[config.mk]
export PLATFORM = sky130hd
export DESIGN_NAME = lcdtim_top
export DESIGN_NICKNAME = d
export VERILOG_FILES = /design/src/hdl/lcdtim_pkg.sv /design/src/hdl/lcdtim_div.sv /design/src/hdl/lcdtim_top.sv
export SDC_FILE = /design/constraint.sdc
export NUM_CORES = 1
export LEC_CHECK = 0
export ABC_CLOCK_PERIOD_IN_PS = 1900
export BUFFER_PORTS_ARGS = -buffer_cell sky130_fd_sc_hd__buf_2
export CAP_MARGIN = 25
export CORE_MARGIN = 2
export CORE_UTILIZATION = 52
export DETAILED_ROUTE_END_ITERATION = 8
export PLACE_DENSITY = 0.79
export SYNTH_ARGS = -nofsm -noshare
export SYNTH_HDL_FRONTEND = slang
export SYNTH_SLANG_ARGS = --single-unit
export TNS_END_PERCENT = 20
[constraint.sdc]
create_clock -name clk -period 1.9 [get_ports clk]
set_input_delay 0.285 -clock clk [delete_from_list [all_inputs] [get_ports clk]]
set_output_delay 0.285 -clock clk [all_outputs]
set_load 0.005 [all_outputs]
[src/hdl/lcdtim_pkg.sv]
// lcdtim_pkg: constants for the lcd matrix drive timing block
package lcdtim_pkg;
  // shift ratio strap codes
  localparam logic [1:0] RATIO_4 = 2'h0;
  localparam logic [1:0] RATIO_8 = 2'h1;
  localparam logic [1:0] RATIO_16 = 2'h2;
  localparam logic [1:0] RATIO_RSVD = 2'h3;
  localparam int DIV_4 = 4;
  localparam int DIV_8 = 8;
  localparam int DIV_16 = 16;
  // nibbles per column driver before the enable chain advances
  localparam int CHAIN_PULSES = 16;
  localparam int CHAIN_W = 4;
  localparam logic [3:0] CHAIN_LAST = 4'hf;
  // default panel geometry
  localparam int DEF_NIBBLES = 80;
  localparam int DEF_LINES = 64;
  localparam int DEF_BIAS_LINES = 16;
  // blank cycles reserved for the latch pulse slot
  localparam int LATCH_SLOTS = 2;
  typedef enum logic [1:0] {
    LCDTIM_ST_OFF,
    LCDTIM_ST_RUN,
    LCDTIM_ST_STOP
  } lcdtim_state_e;
endpackage : lcdtim_pkg

[src/hdl/lcdtim_div.sv]
// lcdtim_div: strap-selected divider giving shift clock phase ticks
module lcdtim_div (
  // clock and reset
  input wire logic clk,
  input wire logic nrst,
  // synchronised strap
  input wire logic [1:0] ratio,
  // one-cycle ticks: rise at start of period, fall at half period
  output logic rise_tick,
  output logic fall_tick
);
  logic [3:0] cnt_q;
  logic [3:0] last;
  logic [3:0] half;

  // reserved strap code falls back to the slowest ratio
  always_comb begin
    case (ratio)
      lcdtim_pkg::RATIO_4: last = 4'(lcdtim_pkg::DIV_4 - 1);
      lcdtim_pkg::RATIO_8: last = 4'(lcdtim_pkg::DIV_8 - 1);
      default: last = 4'(lcdtim_pkg::DIV_16 - 1);
    endcase
    half = last >> 1;
  end

  always_ff @(posedge clk or negedge nrst) begin
    if (!nrst) begin
      cnt_q <= 4'h0;
    end else if (cnt_q >= last) begin
      cnt_q <= 4'h0;
    end else begin
      cnt_q <= cnt_q + 4'h1;
    end
  end

  assign rise_tick = (cnt_q == 4'h0);
  assign fall_tick = (cnt_q == (half + 4'h1));
endmodule // lcdtim_div

[src/hdl/lcdtim_top.sv]
// lcdtim_top: passive lcd matrix column and row drive timing
// Function
// - column pixel data is driven as a 4-bit parallel word.
// - data nibble stays stable around each falling edge of the shift clock.
// - enable chain clock falls every sixteenth shift pulse to advance drivers.
// - exactly one falling-edge line latch pulse per display line.
// - backplane bias toggles with a period set by configuration.
// - row shift clock falling edge captures the frame pulse into row drivers.
// - frame pulse is asserted only during the last line of each frame.
// - shift clock period is 4, 8 or 16 input clocks by strap; code 3 reserved.
module lcdtim_top #(
  parameter int NIBBLES = lcdtim_pkg::DEF_NIBBLES,
  parameter int LINES = lcdtim_pkg::DEF_LINES
) (
  // clock and reset
  input wire logic clk,
  input wire logic nrst,
  // configuration
  input wire logic [1:0] shift_ratio_strap,
  input wire logic [7:0] bias_lines,
  input wire logic display_on,
  input wire logic power_save,
  // pixel source
  input wire logic [3:0] pixel_nibble,
  output logic pixel_take,
  // panel column side
  output logic [3:0] column_data,
  output logic column_shift_clock,
  output logic column_enable_chain_clock,
  output logic line_latch_pulse,
  // panel row side
  output logic backplane_bias,
  output logic row_shift_clock,
  output logic frame_pulse,
  output logic row_drive_enable
);
  localparam int NW = $clog2(NIBBLES + lcdtim_pkg::LATCH_SLOTS + 1);
  localparam int LW = $clog2(LINES + 1);

  if (NIBBLES < 1 || LINES < 2) begin : g_bad_geometry
    $error("lcdtim_top: NIBBLES and LINES too small");
  end

  //////////////////////////////////////////////////////////////////////////////
  // strap synchroniser: pins are outside the clock domain
  logic [1:0] strap_s1_q;
  logic [1:0] strap_s2_q;
  // no reset: a reset value would fake a ratio change at release
  always_ff @(posedge clk) begin
    strap_s1_q <= shift_ratio_strap;
    strap_s2_q <= strap_s1_q;
  end

  logic rise_tick;
  logic fall_tick;
  lcdtim_div u_div (
    .clk(clk),
    .nrst(nrst),
    .ratio(strap_s2_q),
    .rise_tick(rise_tick),
    .fall_tick(fall_tick)
  );

  //////////////////////////////////////////////////////////////////////////////
  // line and frame position
  logic [NW-1:0] slot_q;
  logic [LW-1:0] line_q;
  logic [7:0] bias_cnt_q;
  logic [3:0] chain_q;
  logic line_end;
  logic frame_end;
  logic in_data;

  assign in_data = (slot_q < NW'(NIBBLES));
  assign line_end = rise_tick && (slot_q == NW'(NIBBLES + lcdtim_pkg::LATCH_SLOTS - 1));
  assign frame_end = line_end && (line_q == LW'(LINES - 1));

  always_ff @(posedge clk or negedge nrst) begin
    if (!nrst) begin
      slot_q <= '0;
    end else if (line_end) begin
      slot_q <= '0;
    end else if (rise_tick) begin
      slot_q <= slot_q + NW'(1);
    end
  end

  always_ff @(posedge clk or negedge nrst) begin
    if (!nrst) begin
      line_q <= '0;
    end else if (frame_end) begin
      line_q <= '0;
    end else if (line_end) begin
      line_q <= line_q + LW'(1);
    end
  end

  //////////////////////////////////////////////////////////////////////////////
  // column side
  // data changes on the rising phase, panel samples on the falling phase
  assign pixel_take = rise_tick && in_data;
  always_ff @(posedge clk or negedge nrst) begin
    if (!nrst) begin
      column_data <= 4'h0;
    end else if (pixel_take) begin
      column_data <= pixel_nibble;
    end
  end

  // gated shift clock only toggles over data slots, idle low in latch slots
  always_ff @(posedge clk or negedge nrst) begin
    if (!nrst) begin
      column_shift_clock <= 1'b0;
    end else if (rise_tick) begin
      column_shift_clock <= in_data;
    end else if (fall_tick) begin
      column_shift_clock <= 1'b0;
    end
  end

  // chain clock: high on the 16th nibble of each driver, falls after it
  always_ff @(posedge clk or negedge nrst) begin
    if (!nrst) begin
      chain_q <= 4'h0;
      column_enable_chain_clock <= 1'b0;
    end else if (rise_tick) begin
      chain_q <= in_data ? chain_q + 4'h1 : 4'h0;
      column_enable_chain_clock <= in_data && (chain_q == lcdtim_pkg::CHAIN_LAST);
    end
  end

  // latch pulse high in the first blank slot, falls at the second
  always_ff @(posedge clk or negedge nrst) begin
    if (!nrst) begin
      line_latch_pulse <= 1'b0;
    end else if (rise_tick) begin
      line_latch_pulse <= (slot_q == NW'(NIBBLES));
    end
  end

  //////////////////////////////////////////////////////////////////////////////
  // row side
  always_ff @(posedge clk or negedge nrst) begin
    if (!nrst) begin
      row_shift_clock <= 1'b0;
    end else if (rise_tick) begin
      row_shift_clock <= (slot_q == NW'(NIBBLES));
    end else if (fall_tick) begin
      // falls mid latch slot, clear of the frame pulse change at line end
      row_shift_clock <= 1'b0;
    end
  end

  // asserted across the whole last line so the row clock fall samples it
  always_ff @(posedge clk or negedge nrst) begin
    if (!nrst) begin
      frame_pulse <= 1'b0;
    end else if (line_end) begin
      frame_pulse <= (line_q == LW'(LINES - 2));
    end
  end

  // bias toggles every bias_lines lines; zero treated as one
  always_ff @(posedge clk or negedge nrst) begin
    if (!nrst) begin
      bias_cnt_q <= 8'h0;
      backplane_bias <= 1'b0;
    end else if (line_end) begin
      if (bias_cnt_q + 8'h1 >= bias_lines) begin
        bias_cnt_q <= 8'h0;
        backplane_bias <= ~backplane_bias;
      end else begin
        bias_cnt_q <= bias_cnt_q + 8'h1;
      end
    end
  end

  //////////////////////////////////////////////////////////////////////////////
  // row enable control
  lcdtim_pkg::lcdtim_state_e st_q;
  logic save_seen_q;
  always_ff @(posedge clk or negedge nrst) begin
    if (!nrst) begin
      st_q <= lcdtim_pkg::LCDTIM_ST_OFF;
      save_seen_q <= 1'b0;
    end else begin
      case (st_q)
        lcdtim_pkg::LCDTIM_ST_OFF: begin
          if (display_on && !power_save) begin
            st_q <= lcdtim_pkg::LCDTIM_ST_RUN;
          end
        end
        lcdtim_pkg::LCDTIM_ST_RUN: begin
          if (power_save) begin
            st_q <= lcdtim_pkg::LCDTIM_ST_STOP;
          end
        end
        lcdtim_pkg::LCDTIM_ST_STOP: begin
          // first frame end only arms, second drops: one to two frames
          if (frame_end) begin
            if (save_seen_q) begin
              st_q <= lcdtim_pkg::LCDTIM_ST_OFF;
              save_seen_q <= 1'b0;
            end else begin
              save_seen_q <= 1'b1;
            end
          end
        end
        default: st_q <= lcdtim_pkg::LCDTIM_ST_OFF;
      endcase
    end
  end

  // registered so a state change cannot glitch the row supply enable
  always_ff @(posedge clk or negedge nrst) begin
    if (!nrst) begin
      row_drive_enable <= 1'b0;
    end else begin
      row_drive_enable <= (st_q != lcdtim_pkg::LCDTIM_ST_OFF);
    end
  end
endmodule // lcdtim_top

==> impl_metrics.prom, run 1 <==
# TYPE chip_impl_metric gauge
chip_impl_metric{name="hold-worst-slack",unit="ns"} 0.00737
chip_impl_metric{name="timing.critical_path.required",unit="ns"} 2.14
chip_impl_info{name="worstSetupStartpointType",value="register"} 1
chip_impl_metric{name="worst_slack",unit="ns"} -0.297
chip_impl_metric{name="asyncSetResetFlopFracSynth",unit="%"} 91.7
chip_impl_metric{name="grt_antenna_before_repair",unit=""} 0
chip_impl_info{name="clock_tree_from_tritoncts",value="done"} 1
chip_impl_metric{name="synth.yosys.warnings",unit=""} 0
chip_impl_metric{name="ant_nets_after_route",unit=""} 0
chip_impl_metric{name="crit_path_max_fanout",unit=""} 5
chip_impl_info{name="min-delay-path-class",value="primary input to asynchronous set/reset pin"} 1
chip_impl_metric{name="totalPowerFinal",unit="mW"} 3.23
chip_impl_info{name="run_status",value="complete, but fails checks"} 1
chip_impl_metric{name="timing.slew.headroom",unit="%"} 55.5
chip_impl_metric{name="die_x",unit="um"} 73.1
chip_impl_metric{name="std_cell_rows",unit=""} 25
chip_impl_info{name="cts_root_buf",value="clkbuf_8"} 1
chip_impl_metric{name="clock_tree.buffer_depth",unit=""} 2
chip_impl_info{name="timing.critical_path.from",value="bias_cnt_q[1]"} 1
chip_impl_metric{name="timing.fmax",unit="GHz"} 0.455
chip_impl_metric{name="remaining_drc_errors",unit=""} 0
chip_impl_metric{name="max_cap_violations",unit=""} 0
chip_impl_metric{name="tritoncts.num_buffers",unit=""} 5
chip_impl_metric{name="netlist_area",unit="mm^2"} 0.00248
chip_impl_metric{name="drt_pre_antenna_iters",unit=""} 4
chip_impl_metric{name="port_buffers",unit=""} 29
chip_impl_metric{name="insertion_delay",unit="ns"} 0.30
chip_impl_info{name="grt_setup_unrepaired",value="true"} 1
chip_impl_metric{name="endpoints_failing_setup",unit=""} 11
chip_impl_metric{name="fin_skew",unit="ns"} 0.00545
chip_impl_metric{name="wire_per_inst",unit="um"} 13.0
chip_impl_metric{name="drv_slew",unit=""} 0
chip_impl_metric{name="fin_tns_setup",unit="ns"} -2.10
chip_impl_metric{name="io-pin-count",unit=""} 30
chip_impl_metric{name="finish.cell_count_without_fillers",unit=""} 382
chip_impl_metric{name="htree_levels",unit=""} 2
chip_impl_metric{name="ys_ff_latch",unit=""} 48
chip_impl_metric{name="floorplan.initialDensity",unit="%"} 53.2
chip_impl_info{name="setup.worst_path.class",value="register to register"} 1
chip_impl_info{name="mostFrequentLayoutCells",value="52 x nand2_1, 43 x dfrtp_1, 36 x buf_4"} 1
chip_impl_metric{name="postSynthAreaPerCell",unit="um^2"} 9.51
chip_impl_metric{name="fin_crit",unit="ns"} 2.20
chip_impl_metric{name="place.gp.congestion",unit=""} 0.893
chip_impl_metric{name="grt_use_total",unit="%"} 20.1
chip_impl_metric{name="arrival",unit="ns"} 2.44
chip_impl_metric{name="vdd.ir_drop.worst",unit="V"} 0.000800
chip_impl_metric{name="clkSinkCount",unit=""} 48
chip_impl_metric{name="routed-via-count",unit=""} 2008
chip_impl_metric{name="power.static_leakage",unit="nW"} 1.57
chip_impl_metric{name="area_delta_synth_final",unit="%"} 25.5
chip_impl_metric{name="dp.cells",unit=""} 373
chip_impl_metric{name="timing.final.crit_share",unit="%"} 116
chip_impl_metric{name="design.core.area",unit="mm^2"} 0.00466
chip_impl_metric{name="number_of_global_route_vias_before_repair",unit=""} 1996
chip_impl_metric{name="maximum_number_of_pins_on_one_net_before_global_route_repair",unit=""} 32
chip_impl_metric{name="netlist-cell-type-count",unit=""} 36
chip_impl_metric{name="drt_iter0_drc",unit=""} 119
chip_impl_metric{name="drt-vias-per-instance",unit=""} 5.26
chip_impl_metric{name="grt_first_pass_wirelength",unit="um"} 8290
chip_impl_info{name="failing_checks",value="setup timing"} 1
chip_impl_metric{name="final_hold_viol_count",unit=""} 0
chip_impl_info{name="r2r_start",value="bias_cnt_q[1]"} 1
chip_impl_metric{name="nNetsFinal",unit=""} 364
chip_impl_metric{name="grt-ovfl-total",unit=""} 0
chip_impl_metric{name="worst_path_clk_slew",unit="ns"} 0.08
chip_impl_metric{name="post_synthesis_cells",unit=""} 261
chip_impl_metric{name="antennaDiodeCount",unit=""} 0
chip_impl_info{name="setup.worst_path.end_class",value="register"} 1
chip_impl_metric{name="worst_pin_slew",unit="ns"} 0.668
chip_impl_metric{name="die_h",unit="um"} 73.1
chip_impl_metric{name="synth_sequential_area_ratio",unit="%"} 47.6
chip_impl_info{name="layout_commonest_cell",value="nand2_1"} 1
chip_impl_metric{name="drive_above_1_share",unit="%"} 28.4
chip_impl_metric{name="drt-total-wl",unit="um"} 4950
chip_impl_metric{name="fin_util",unit="%"} 66.8
chip_impl_metric{name="detailedPlacementHpwl",unit="um"} 3610
chip_impl_metric{name="die-area",unit="mm^2"} 0.00534
chip_impl_metric{name="synth_edf_count",unit=""} 0
chip_impl_metric{name="pwr_density_cell",unit="mW/mm^2"} 1040
chip_impl_info{name="dominantRegCellSynth",value="dfrtp_1"} 1
chip_impl_metric{name="postSynthNetCount",unit=""} 298
worst paths after layout:
path,to,slack (ns),depth (start not counted)
setup reg to reg,bias_cnt_q[0],-0.30,8
hold / removal,column_data[3],0.007,1
setup / recovery,bias_cnt_q[0],-0.30,8
hold reg to reg,strap_s2_q[1],0.33,0
min in group clk,strap_s1_q[1],0.07,1
max in group asynchronous,slot_q[0],1.31,2
where the power goes:
group,internal [mW],switching [mW],total (mW)
logic,0.530,0.579,1.11
clock network,0.430,0.341,0.771
registers,1.22,0.129,1.35
total,2.18,1.05,3.23
cell type report:
cell class | count | area (um^2)
timing repair buffer | 65 | 415
multi-input combinational | 189 | 1260
tap | 54 | 67.6
sequential | 48 | 1180
fill | 363 | 1550
clock inverter | 2 | 38.8
clock buffer | 6 | 82.6
inverter | 18 | 67.6
flip-flops by register name, summed over array words and instances (netlist names):
name and count:
strap_s2_q 2, strap_s1_q 2, bias_cnt_q 8, column_enable_chain_clock 1, save_seen_q 1, column_shift_clock 1, u_div.cnt_q 4, frame_pulse 1
line_latch_pulse 1, column_data 4, slot_q 7, row_drive_enable 1, st_q 2, row_shift_clock 1, line_q 7, chain_q 4
backplane_bias 1
repair_timing:
action,4_1_cts,5_1_grt
setup buffers,1,0
hold endpoints to repair,0,0
gates resized for setup,13,6
hold buffers,0,0
endpoints found under the setup margin,12,14
pin swaps,9,1
cells in the mapped netlist (2+ instances only):
cell      instances  share of area [%]
o21a_1            2               0.60
nor2_1           13                2.0
a211oi_1          3               0.91
o21ai_0          21                4.2
xnor2_1          11                3.9
nand2_1          52                7.9
ha_1             19                9.6
xor2_1            7                2.5
clkbuf_1          3               0.45
or2_2             3               0.76
dfrtp_1          44                 44
dfxtp_1           4                3.2
a21o_1            4                1.2
buf_6             2               0.91
nand3_1          15                3.0
nor4_1            2               0.50
and3_1            3               0.76
a21oi_1           4               0.81
nand3b_1          3               0.91
nand2b_1          4                1.0
nor3_1            6                1.2
nand4_1           5                1.3
inv_1            18                2.7
metrics by stage:
| stage | setup slack (ns) | area, um^2 |
|---|---|---|
| 2_1_floorplan | -0.174 | 2500 |
| 4_1_cts | -0.275 | 3090 |
| 3_3_place_gp | -0.288 | 2940 |
| 6_report | -0.297 | 3110 |
| 3_5_place_dp | -0.378 | 2940 |
| 5_1_grt | -0.387 | 3110 |
critical path, cell delays in order, from the launching register on:
cell	delay, ns
dfrtp_1	0.44
ha_4	0.19
xor2_1	0.15
ha_1	0.26
or3_1	0.36
a21oi_2	0.15
a211oi_2	0.09
or4_1	0.42
nand2_1	0.08
per-layer routing:
| layer | routed length (um) | up-vias | GRT usage [%] |
|---|---|---|---|
| met5 | 0 | - | 0 |
| met4 | 100 | 0 | 8.64 |
| met3 | 114 | 10 | 3.73 |
| met2 | 2490 | 28 | 33.0 |
| met1 | 2250 | 959 | 26.0 |
| li1 | - | 1011 | - |
kinds of logic (layout without fill, tap and decap cells):
logic type	count (synthesis)	after routing	share of synthesized area [%]
buffers and inverters	24	91	4.29
AO/OA/AOI/OAI	36	36	8.42
flip-flops	48	48	47.6
XOR/XNOR	18	18	6.35
AND/OR/NAND/NOR	116	116	23.8
adder cells (fa/ha/maj)	19	19	9.58
(Power assumes the default switching activity.)
==> inputs of run 2 (changes only) <==
==> constraint.sdc (replaced) <==
create_clock -name clk -period 1.9 [get_ports clk]
set_input_delay 0.285 -clock clk [delete_from_list [all_inputs] [get_ports clk]]
set_output_delay 0.285 -clock clk [all_outputs]
set_load 0.01 [all_outputs]
==> impl_metrics.prom, run 2 (same netlist as run 1, synthesis figures left out) <==
# TYPE chip_impl_metric gauge
chip_impl_metric{name="globalRouteMet2Util",unit="%"} 31.9
chip_impl_metric{name="worst_path_clk_slew",unit="ns"} 0.09
chip_impl_metric{name="nNetsFinal",unit=""} 362
chip_impl_metric{name="fin_util",unit="%"} 67.1
chip_impl_metric{name="io-pin-count",unit=""} 30
chip_impl_metric{name="crit_path_max_fanout",unit=""} 5
chip_impl_info{name="min-delay-path-class",value="primary input to asynchronous set/reset pin"} 1
chip_impl_info{name="grt_setup_unrepaired",value="true"} 1
chip_impl_metric{name="maximum_number_of_pins_on_one_net_before_global_route_repair",unit=""} 32
chip_impl_metric{name="drt_pre_antenna_iters",unit=""} 4
chip_impl_metric{name="timing.slew.headroom",unit="%"} 55.6
chip_impl_metric{name="clock_tree.buffer_depth",unit=""} 2
chip_impl_metric{name="pwr_density_cell",unit="mW/mm^2"} 1020
chip_impl_info{name="worstSetupStartpointType",value="register"} 1
chip_impl_metric{name="drv_slew",unit=""} 0
chip_impl_info{name="worst_path_max_delay_cell",value="dfrtp_1"} 1
chip_impl_info{name="registers.top_by_ff_count",value="bias_cnt_q"} 1
chip_impl_metric{name="p_switching",unit="mW"} 1.05
chip_impl_metric{name="timing.critical_path.required",unit="ns"} 2.14
chip_impl_info{name="cp_top_family",value="simple AND/OR/NAND/NOR gates"} 1
chip_impl_metric{name="postCtsHoldBufs",unit=""} 0
chip_impl_metric{name="dp.cells",unit=""} 371
chip_impl_metric{name="fin_skew",unit="ns"} 0.00925
chip_impl_metric{name="grt_antenna_before_repair",unit=""} 0
chip_impl_metric{name="remaining_drc_errors",unit=""} 0
chip_impl_metric{name="worst_path_largest_cell_delay",unit="ns"} 0.44
chip_impl_metric{name="floorplan.initialDensity",unit="%"} 53.2
chip_impl_metric{name="finish.cell_count_without_fillers",unit=""} 380
chip_impl_metric{name="worst_slack",unit="ns"} -0.281
chip_impl_metric{name="vdd.ir_drop.worst",unit="V"} 0.000621
chip_impl_info{name="grt-busiest-layer",value="met2"} 1
chip_impl_info{name="setup.worst_path.class",value="register to register"} 1
chip_impl_metric{name="design.core.area",unit="mm^2"} 0.00466
chip_impl_metric{name="detailedPlacementHpwl",unit="um"} 3690
chip_impl_metric{name="htree_levels",unit=""} 2
chip_impl_metric{name="reg2reg_depth",unit=""} 8
chip_impl_metric{name="worst_pin_slew",unit="ns"} 0.666
chip_impl_metric{name="place.gp.congestion",unit=""} 0.899
chip_impl_metric{name="port_buffers",unit=""} 29
chip_impl_info{name="cell_by_cell_trace_of_the_critical_path",value="ha_4 > xor2_1 > ha_1 > or3_4 > a21oi_4 > a211oi_4 > or4_1 > nand2_1"} 1
chip_impl_metric{name="power.static_leakage",unit="nW"} 1.57
chip_impl_info{name="clock_tree_from_tritoncts",value="done"} 1
chip_impl_metric{name="die-area",unit="mm^2"} 0.00534
chip_impl_metric{name="endpoints_failing_setup",unit=""} 10
chip_impl_metric{name="tritoncts.num_buffers",unit=""} 5
chip_impl_metric{name="wire_per_inst",unit="um"} 12.6
chip_impl_metric{name="pwr-share-comb",unit="%"} 34.5
chip_impl_metric{name="drive_above_1_share",unit="%"} 28.5
chip_impl_metric{name="worstPathBufferInverterCount",unit=""} 0
chip_impl_info{name="cts_root_buf",value="clkbuf_8"} 1
chip_impl_info{name="mostFrequentLayoutCells",value="52 x nand2_1, 44 x dfrtp_1, 33 x buf_4"} 1
chip_impl_metric{name="largest_register_ff_count",unit=""} 8
chip_impl_metric{name="max_cap_violations",unit=""} 0
chip_impl_metric{name="clkPwrFrac",unit="%"} 23.0
chip_impl_metric{name="p_seq_share",unit="%"} 42.4
chip_impl_metric{name="insertion_delay",unit="ns"} 0.30
chip_impl_metric{name="switching_share",unit="%"} 33.1
chip_impl_metric{name="grt_use_total",unit="%"} 19.2
chip_impl_metric{name="area_delta_synth_final",unit="%"} 26.0
chip_impl_info{name="setup.worst_path.end_class",value="register"} 1
chip_impl_metric{name="grt-ovfl-total",unit=""} 0
chip_impl_metric{name="layout.filler_cells",unit=""} 348
chip_impl_metric{name="grt_first_pass_wirelength",unit="um"} 8070
chip_impl_metric{name="multi_input_area",unit="mm^2"} 0.00129
chip_impl_metric{name="std_cell_rows",unit=""} 25
chip_impl_metric{name="drt_iter0_drc",unit=""} 127
chip_impl_metric{name="timing.fmax",unit="GHz"} 0.458
chip_impl_metric{name="number_of_global_route_vias_before_repair",unit=""} 1923
chip_impl_metric{name="routed-via-count",unit=""} 1995
chip_impl_metric{name="timing.final.crit_share",unit="%"} 115
chip_impl_metric{name="fin_crit",unit="ns"} 2.18
chip_impl_metric{name="arrival",unit="ns"} 2.42
chip_impl_metric{name="clkSinkCount",unit=""} 48
chip_impl_info{name="failing_checks",value="setup timing"} 1
chip_impl_info{name="run_status",value="complete, but fails checks"} 1
chip_impl_metric{name="use_met1",unit="%"} 24.7
chip_impl_info{name="reg_top3",value="bias_cnt_q: 8 flops, line_q: 7 flops, slot_q: 7 flops"} 1
chip_impl_metric{name="antennaDiodeCount",unit=""} 0
chip_impl_metric{name="die_h",unit="um"} 73.1
chip_impl_metric{name="ant_nets_after_route",unit=""} 0
chip_impl_info{name="worst_r2r_endpoint",value="bias_cnt_q[0]"} 1
chip_impl_info{name="layout_commonest_cell",value="nand2_1"} 1
chip_impl_metric{name="met3_track_demand_over_resource",unit="%"} 3.31
chip_impl_metric{name="final_hold_viol_count",unit=""} 0
chip_impl_info{name="r2r_start",value="bias_cnt_q[0]"} 1
chip_impl_metric{name="reg2reg_slack",unit="ns"} -0.28
chip_impl_metric{name="sequential_cell_area",unit="mm^2"} 0.00118
chip_impl_metric{name="drt-total-wl",unit="um"} 4800
chip_impl_metric{name="drt-vias-per-instance",unit=""} 5.25
chip_impl_metric{name="intPower",unit="mW"} 2.12
chip_impl_metric{name="die_x",unit="um"} 73.1
[run 2: cell count changes in the layout (fill, tap and decap cells not counted), sizes merged]
cell,previous run,this run
clkbuf,6,5
clkinv,1,2
buf,65,63
[run 2: cell type report]
cell class	count	area share (%)
multi-input cells	189	41.2
flip-flops and latches	48	37.8
repair buffers	63	12.9
clock buffers	5	2.20
inverters	18	2.16
well taps	54	2.16
clock inverters	3	1.52
[run 2: worst reg2reg max path: cells and delay by family (launching register included)]
kind,cells,cell delay [ns]
DFF,1,0.44
xor gates and xnor gates,1,0.14
AOI/OAI and AO/OA,2,0.21
adders and majority gates,2,0.46
and+or+nand+nor,3,0.87
[run 2: worst max-delay path by stage]
| stage | from | endpoint | cells after the start |
|---|---|---|---|
| floorplan | bias_cnt_q[0] | bias_cnt_q[0] | 8 |
| global placement | bias_cnt_q[1] | backplane_bias | 9 |
| detailed placement | bias_cnt_q[1] | bias_cnt_q[5] | 9 |
| CTS | bias_cnt_q[0] | bias_cnt_q[0] | 8 |
| global route | bias_cnt_q[2] | bias_cnt_q[0] | 8 |
| finish | bias_cnt_q[0] | bias_cnt_q[0] | 8 |
[run 2: repair_timing]
item | 4_1_cts | 5_1_grt
pin swaps | 7 | 2
endpoints found under the setup margin | 10 | 15
buffers inserted | 1 | 0
resized for setup | 10 | 15
cloned | 0 | 0
[run 2: routing by layer]
layer  vias to the layer above  wire length, um
met5                         -                0
li1                       1008                -
met2                        34             2400
met1                       949             2200
met4                         0               61
met3                         4              143
[run 2: through the flow]
stage	total power [mW]	TNS, ns	area (um^2)	setup slack, ns	hold WS, ns
after floorplan	2.02	-1.06	2500	-0.174	-0.0106
after global placement	2.36	-2.63	2920	-0.319	0.310
after detailed placement	2.42	-3.02	2920	-0.361	0.312
after CTS	3.18	-2.13	3070	-0.301	0.0256
after global routing	3.41	-3.05	3130	-0.361	0.0483
final	3.18	-1.89	3130	-0.281	0.00911
[run 2: power by group through the flow]
| stage | Sequential, mW | Clock (mW) | Combinational (mW) |
|---|---|---|---|
| global route | 1.38 | 0.789 | 1.25 |
| CTS | 1.34 | 0.752 | 1.08 |
| finish | 1.35 | 0.731 | 1.10 |
| detailed placement | 1.36 | 0 | 1.05 |
| global placement | 1.35 | 0 | 1.01 |
| floorplan | 1.40 | 0 | 0.615 |
==> inputs of run 3 (changes only) <==
Settings changed: CORE_ASPECT_RATIO set to 1.2.
==> impl_metrics.prom, run 3 (same netlist as run 1, synthesis figures left out) <==
# TYPE chip_impl_metric gauge
chip_impl_info{name="worstSetupStartpointType",value="register"} 1
chip_impl_metric{name="worst_path_clk_slew",unit="ns"} 0.08
chip_impl_metric{name="dp.cells",unit=""} 372
chip_impl_metric{name="metal3_wl",unit="um"} 147
chip_impl_metric{name="die-area",unit="mm^2"} 0.00534
chip_impl_metric{name="crit_path_max_fanout",unit=""} 5
chip_impl_metric{name="timing.slew.headroom",unit="%"} 53.2
chip_impl_metric{name="timing.fmax",unit="GHz"} 0.449
chip_impl_metric{name="vdd.ir_drop.worst",unit="V"} 0.000699
chip_impl_metric{name="grt-ovfl-total",unit=""} 0
chip_impl_info{name="reg_top3",value="bias_cnt_q: 8 flops, line_q: 7 flops, slot_q: 7 flops"} 1
chip_impl_metric{name="reg2reg_slack",unit="ns"} -0.33
chip_impl_metric{name="wire_per_inst",unit="um"} 13.0
chip_impl_info{name="top_signal_layer_used",value="met4"} 1
chip_impl_metric{name="std_cell_rows",unit=""} 27
chip_impl_metric{name="max_cap_violations",unit=""} 0
chip_impl_metric{name="grt_use_total",unit="%"} 21.7
chip_impl_metric{name="nNetsFinal",unit=""} 358
chip_impl_metric{name="grt_antenna_before_repair",unit=""} 0
chip_impl_info{name="setup.worst_path.end_class",value="register"} 1
chip_impl_metric{name="floorplan.initialDensity",unit="%"} 54.0
chip_impl_metric{name="met2_wirelength",unit="um"} 2650
chip_impl_metric{name="remaining_drc_errors",unit=""} 0
chip_impl_info{name="worst_r2r_endpoint",value="bias_cnt_q[0]"} 1
chip_impl_metric{name="ant_nets_after_route",unit=""} 0
chip_impl_metric{name="drv_slew",unit=""} 0
chip_impl_info{name="run_status",value="complete, but fails checks"} 1
chip_impl_metric{name="layout.filler_cells",unit=""} 368
chip_impl_info{name="registers.top_by_ff_count",value="bias_cnt_q"} 1
chip_impl_metric{name="drt_pre_antenna_iters",unit=""} 4
chip_impl_metric{name="detailedPlacementHpwl",unit="um"} 3760
chip_impl_metric{name="area_delta_synth_final",unit="%"} 23.6
chip_impl_metric{name="die_h",unit="um"} 79.7
chip_impl_info{name="failing_checks",value="setup timing"} 1
chip_impl_metric{name="power.static_leakage",unit="nW"} 1.52
chip_impl_metric{name="maximum_number_of_pins_on_one_net_before_global_route_repair",unit=""} 33
chip_impl_info{name="layout_commonest_cell",value="nand2_1"} 1
chip_impl_metric{name="fin_util",unit="%"} 66.7
chip_impl_info{name="setup.worst_path.class",value="register to register"} 1
chip_impl_metric{name="antennaDiodeCount",unit=""} 0
chip_impl_metric{name="finish.cell_count_without_fillers",unit=""} 380
chip_impl_metric{name="reg2reg_depth",unit=""} 8
chip_impl_metric{name="totalPowerFinal",unit="mW"} 3.12
chip_impl_metric{name="timing.final.crit_share",unit="%"} 117
chip_impl_metric{name="endpoints_failing_setup",unit=""} 9
chip_impl_metric{name="port_buffers",unit=""} 29
chip_impl_info{name="cts_root_buf",value="clkbuf_8"} 1
chip_impl_info{name="mostFrequentLayoutCells",value="50 x nand2_1, 42 x dfrtp_1, 30 x buf_4"} 1
chip_impl_metric{name="arrival",unit="ns"} 2.47
chip_impl_metric{name="design.core.area",unit="mm^2"} 0.00459
chip_impl_metric{name="drt-vias-per-instance",unit=""} 5.30
chip_impl_metric{name="pwr_density_cell",unit="mW/mm^2"} 1020
chip_impl_metric{name="place.gp.congestion",unit=""} 0.801
chip_impl_metric{name="number_of_global_route_vias_before_repair",unit=""} 2031
chip_impl_metric{name="clkSinkCount",unit=""} 48
chip_impl_metric{name="hold-worst-slack",unit="ns"} 0.0220
chip_impl_metric{name="worst_pin_slew",unit="ns"} 0.702
chip_impl_metric{name="postPlaceCellArea",unit="mm^2"} 0.00291
chip_impl_metric{name="postCtsHoldBufs",unit=""} 0
chip_impl_metric{name="clock_tree.buffer_depth",unit=""} 2
chip_impl_metric{name="tritoncts.num_buffers",unit=""} 5
chip_impl_metric{name="final_hold_viol_count",unit=""} 0
chip_impl_info{name="min-delay-path-class",value="primary input to asynchronous set/reset pin"} 1
chip_impl_metric{name="finalInstanceArea",unit="mm^2"} 0.00307
chip_impl_metric{name="die_x",unit="um"} 67.1
chip_impl_metric{name="routed-via-count",unit=""} 2013
chip_impl_info{name="grt_setup_unrepaired",value="true"} 1
chip_impl_metric{name="worst_slack",unit="ns"} -0.328
chip_impl_metric{name="htree_levels",unit=""} 2
chip_impl_metric{name="fin_crit",unit="ns"} 2.23
chip_impl_metric{name="fin_skew",unit="ns"} 0.00805
chip_impl_metric{name="drt-total-wl",unit="um"} 4960
chip_impl_metric{name="grt_first_pass_wirelength",unit="um"} 8830
chip_impl_metric{name="largest_register_ff_count",unit=""} 8
chip_impl_metric{name="multi_input_area",unit="mm^2"} 0.00127
chip_impl_metric{name="wl_met1",unit="um"} 2130
chip_impl_metric{name="io-pin-count",unit=""} 30
chip_impl_info{name="clock_tree_from_tritoncts",value="done"} 1
chip_impl_info{name="r2r_start",value="bias_cnt_q[0]"} 1
chip_impl_metric{name="timing.critical_path.required",unit="ns"} 2.14
chip_impl_metric{name="insertion_delay",unit="ns"} 0.30
chip_impl_metric{name="sequential_cell_area",unit="mm^2"} 0.00118
chip_impl_metric{name="drt_iter0_drc",unit=""} 127
chip_impl_metric{name="drive_above_1_share",unit="%"} 27.6
[run 3: critical path, stage by stage (launching register included)]
cell and delay [ns]:
dfrtp_2 0.46, ha_4 0.19, xor2_2 0.14, ha_1 0.27, or3_1 0.36, a21oi_2 0.15
a211oi_2 0.08, or4_1 0.43, nand2_1 0.08
[run 3: worst max-delay path by stage]
stage / from / to / slack (ns) / cells after the start
2_1_floorplan: bias_cnt_q[0] / bias_cnt_q[0] / -0.17 / 8
3_3_place_gp: bias_cnt_q[0] / backplane_bias / -0.27 / 9
3_5_place_dp: bias_cnt_q[0] / bias_cnt_q[7] / -0.36 / 9
4_1_cts: bias_cnt_q[0] / bias_cnt_q[0] / -0.31 / 8
5_1_grt: bias_cnt_q[0] / bias_cnt_q[0] / -0.40 / 8
6_report: bias_cnt_q[0] / bias_cnt_q[0] / -0.33 / 8
[run 3: metal layers]
metal | track usage [%] | vias to the layer above
li1 | - | 1001
met1 | 26.0 | 980
met2 | 38.2 | 30
met3 | 3.95 | 2
met4 | 7.55 | 0
met5 | 0 | -
[run 3: what timing repair did]
| action | in CTS | in global routing |
|---|---|---|
| buffers inserted | 0 | 0 |
| endpoints found under the setup margin | 10 | 15 |
| gates cloned | 0 | 0 |
| resized for setup | 10 | 12 |
| pin swaps | 4 | 1 |
[run 3: metrics by stage]
| stage | setup slack, ns | setup TNS (ns) |
|---|---|---|
| 3_3_place_gp | -0.274 | -2.34 |
| 5_1_grt | -0.405 | -3.42 |
| 4_1_cts | -0.314 | -1.95 |
| 2_1_floorplan | -0.174 | -1.06 |
| 6_report | -0.328 | -2.08 |
| 3_5_place_dp | -0.362 | -2.94 |
[run 3: power by group]
part           switching [mW]  total, mW  leakage [nW]  internal (mW)
Combinational           0.598       1.13         0.904          0.530
Sequential              0.125       1.35         0.577           1.22
Clock                   0.346      0.641        0.0434          0.295
Total                    1.07       3.12          1.52           2.05
[run 3: cell type report]
type | count | area share, %
Multi-Input combinational cell | 189 | 41.3
Sequential cell | 48 | 38.6
Timing Repair Buffer | 59 | 12.3
Clock buffer | 6 | 2.69
Tap cell | 58 | 2.37
Inverter | 18 | 2.20
Clock inverter | 2 | 0.490
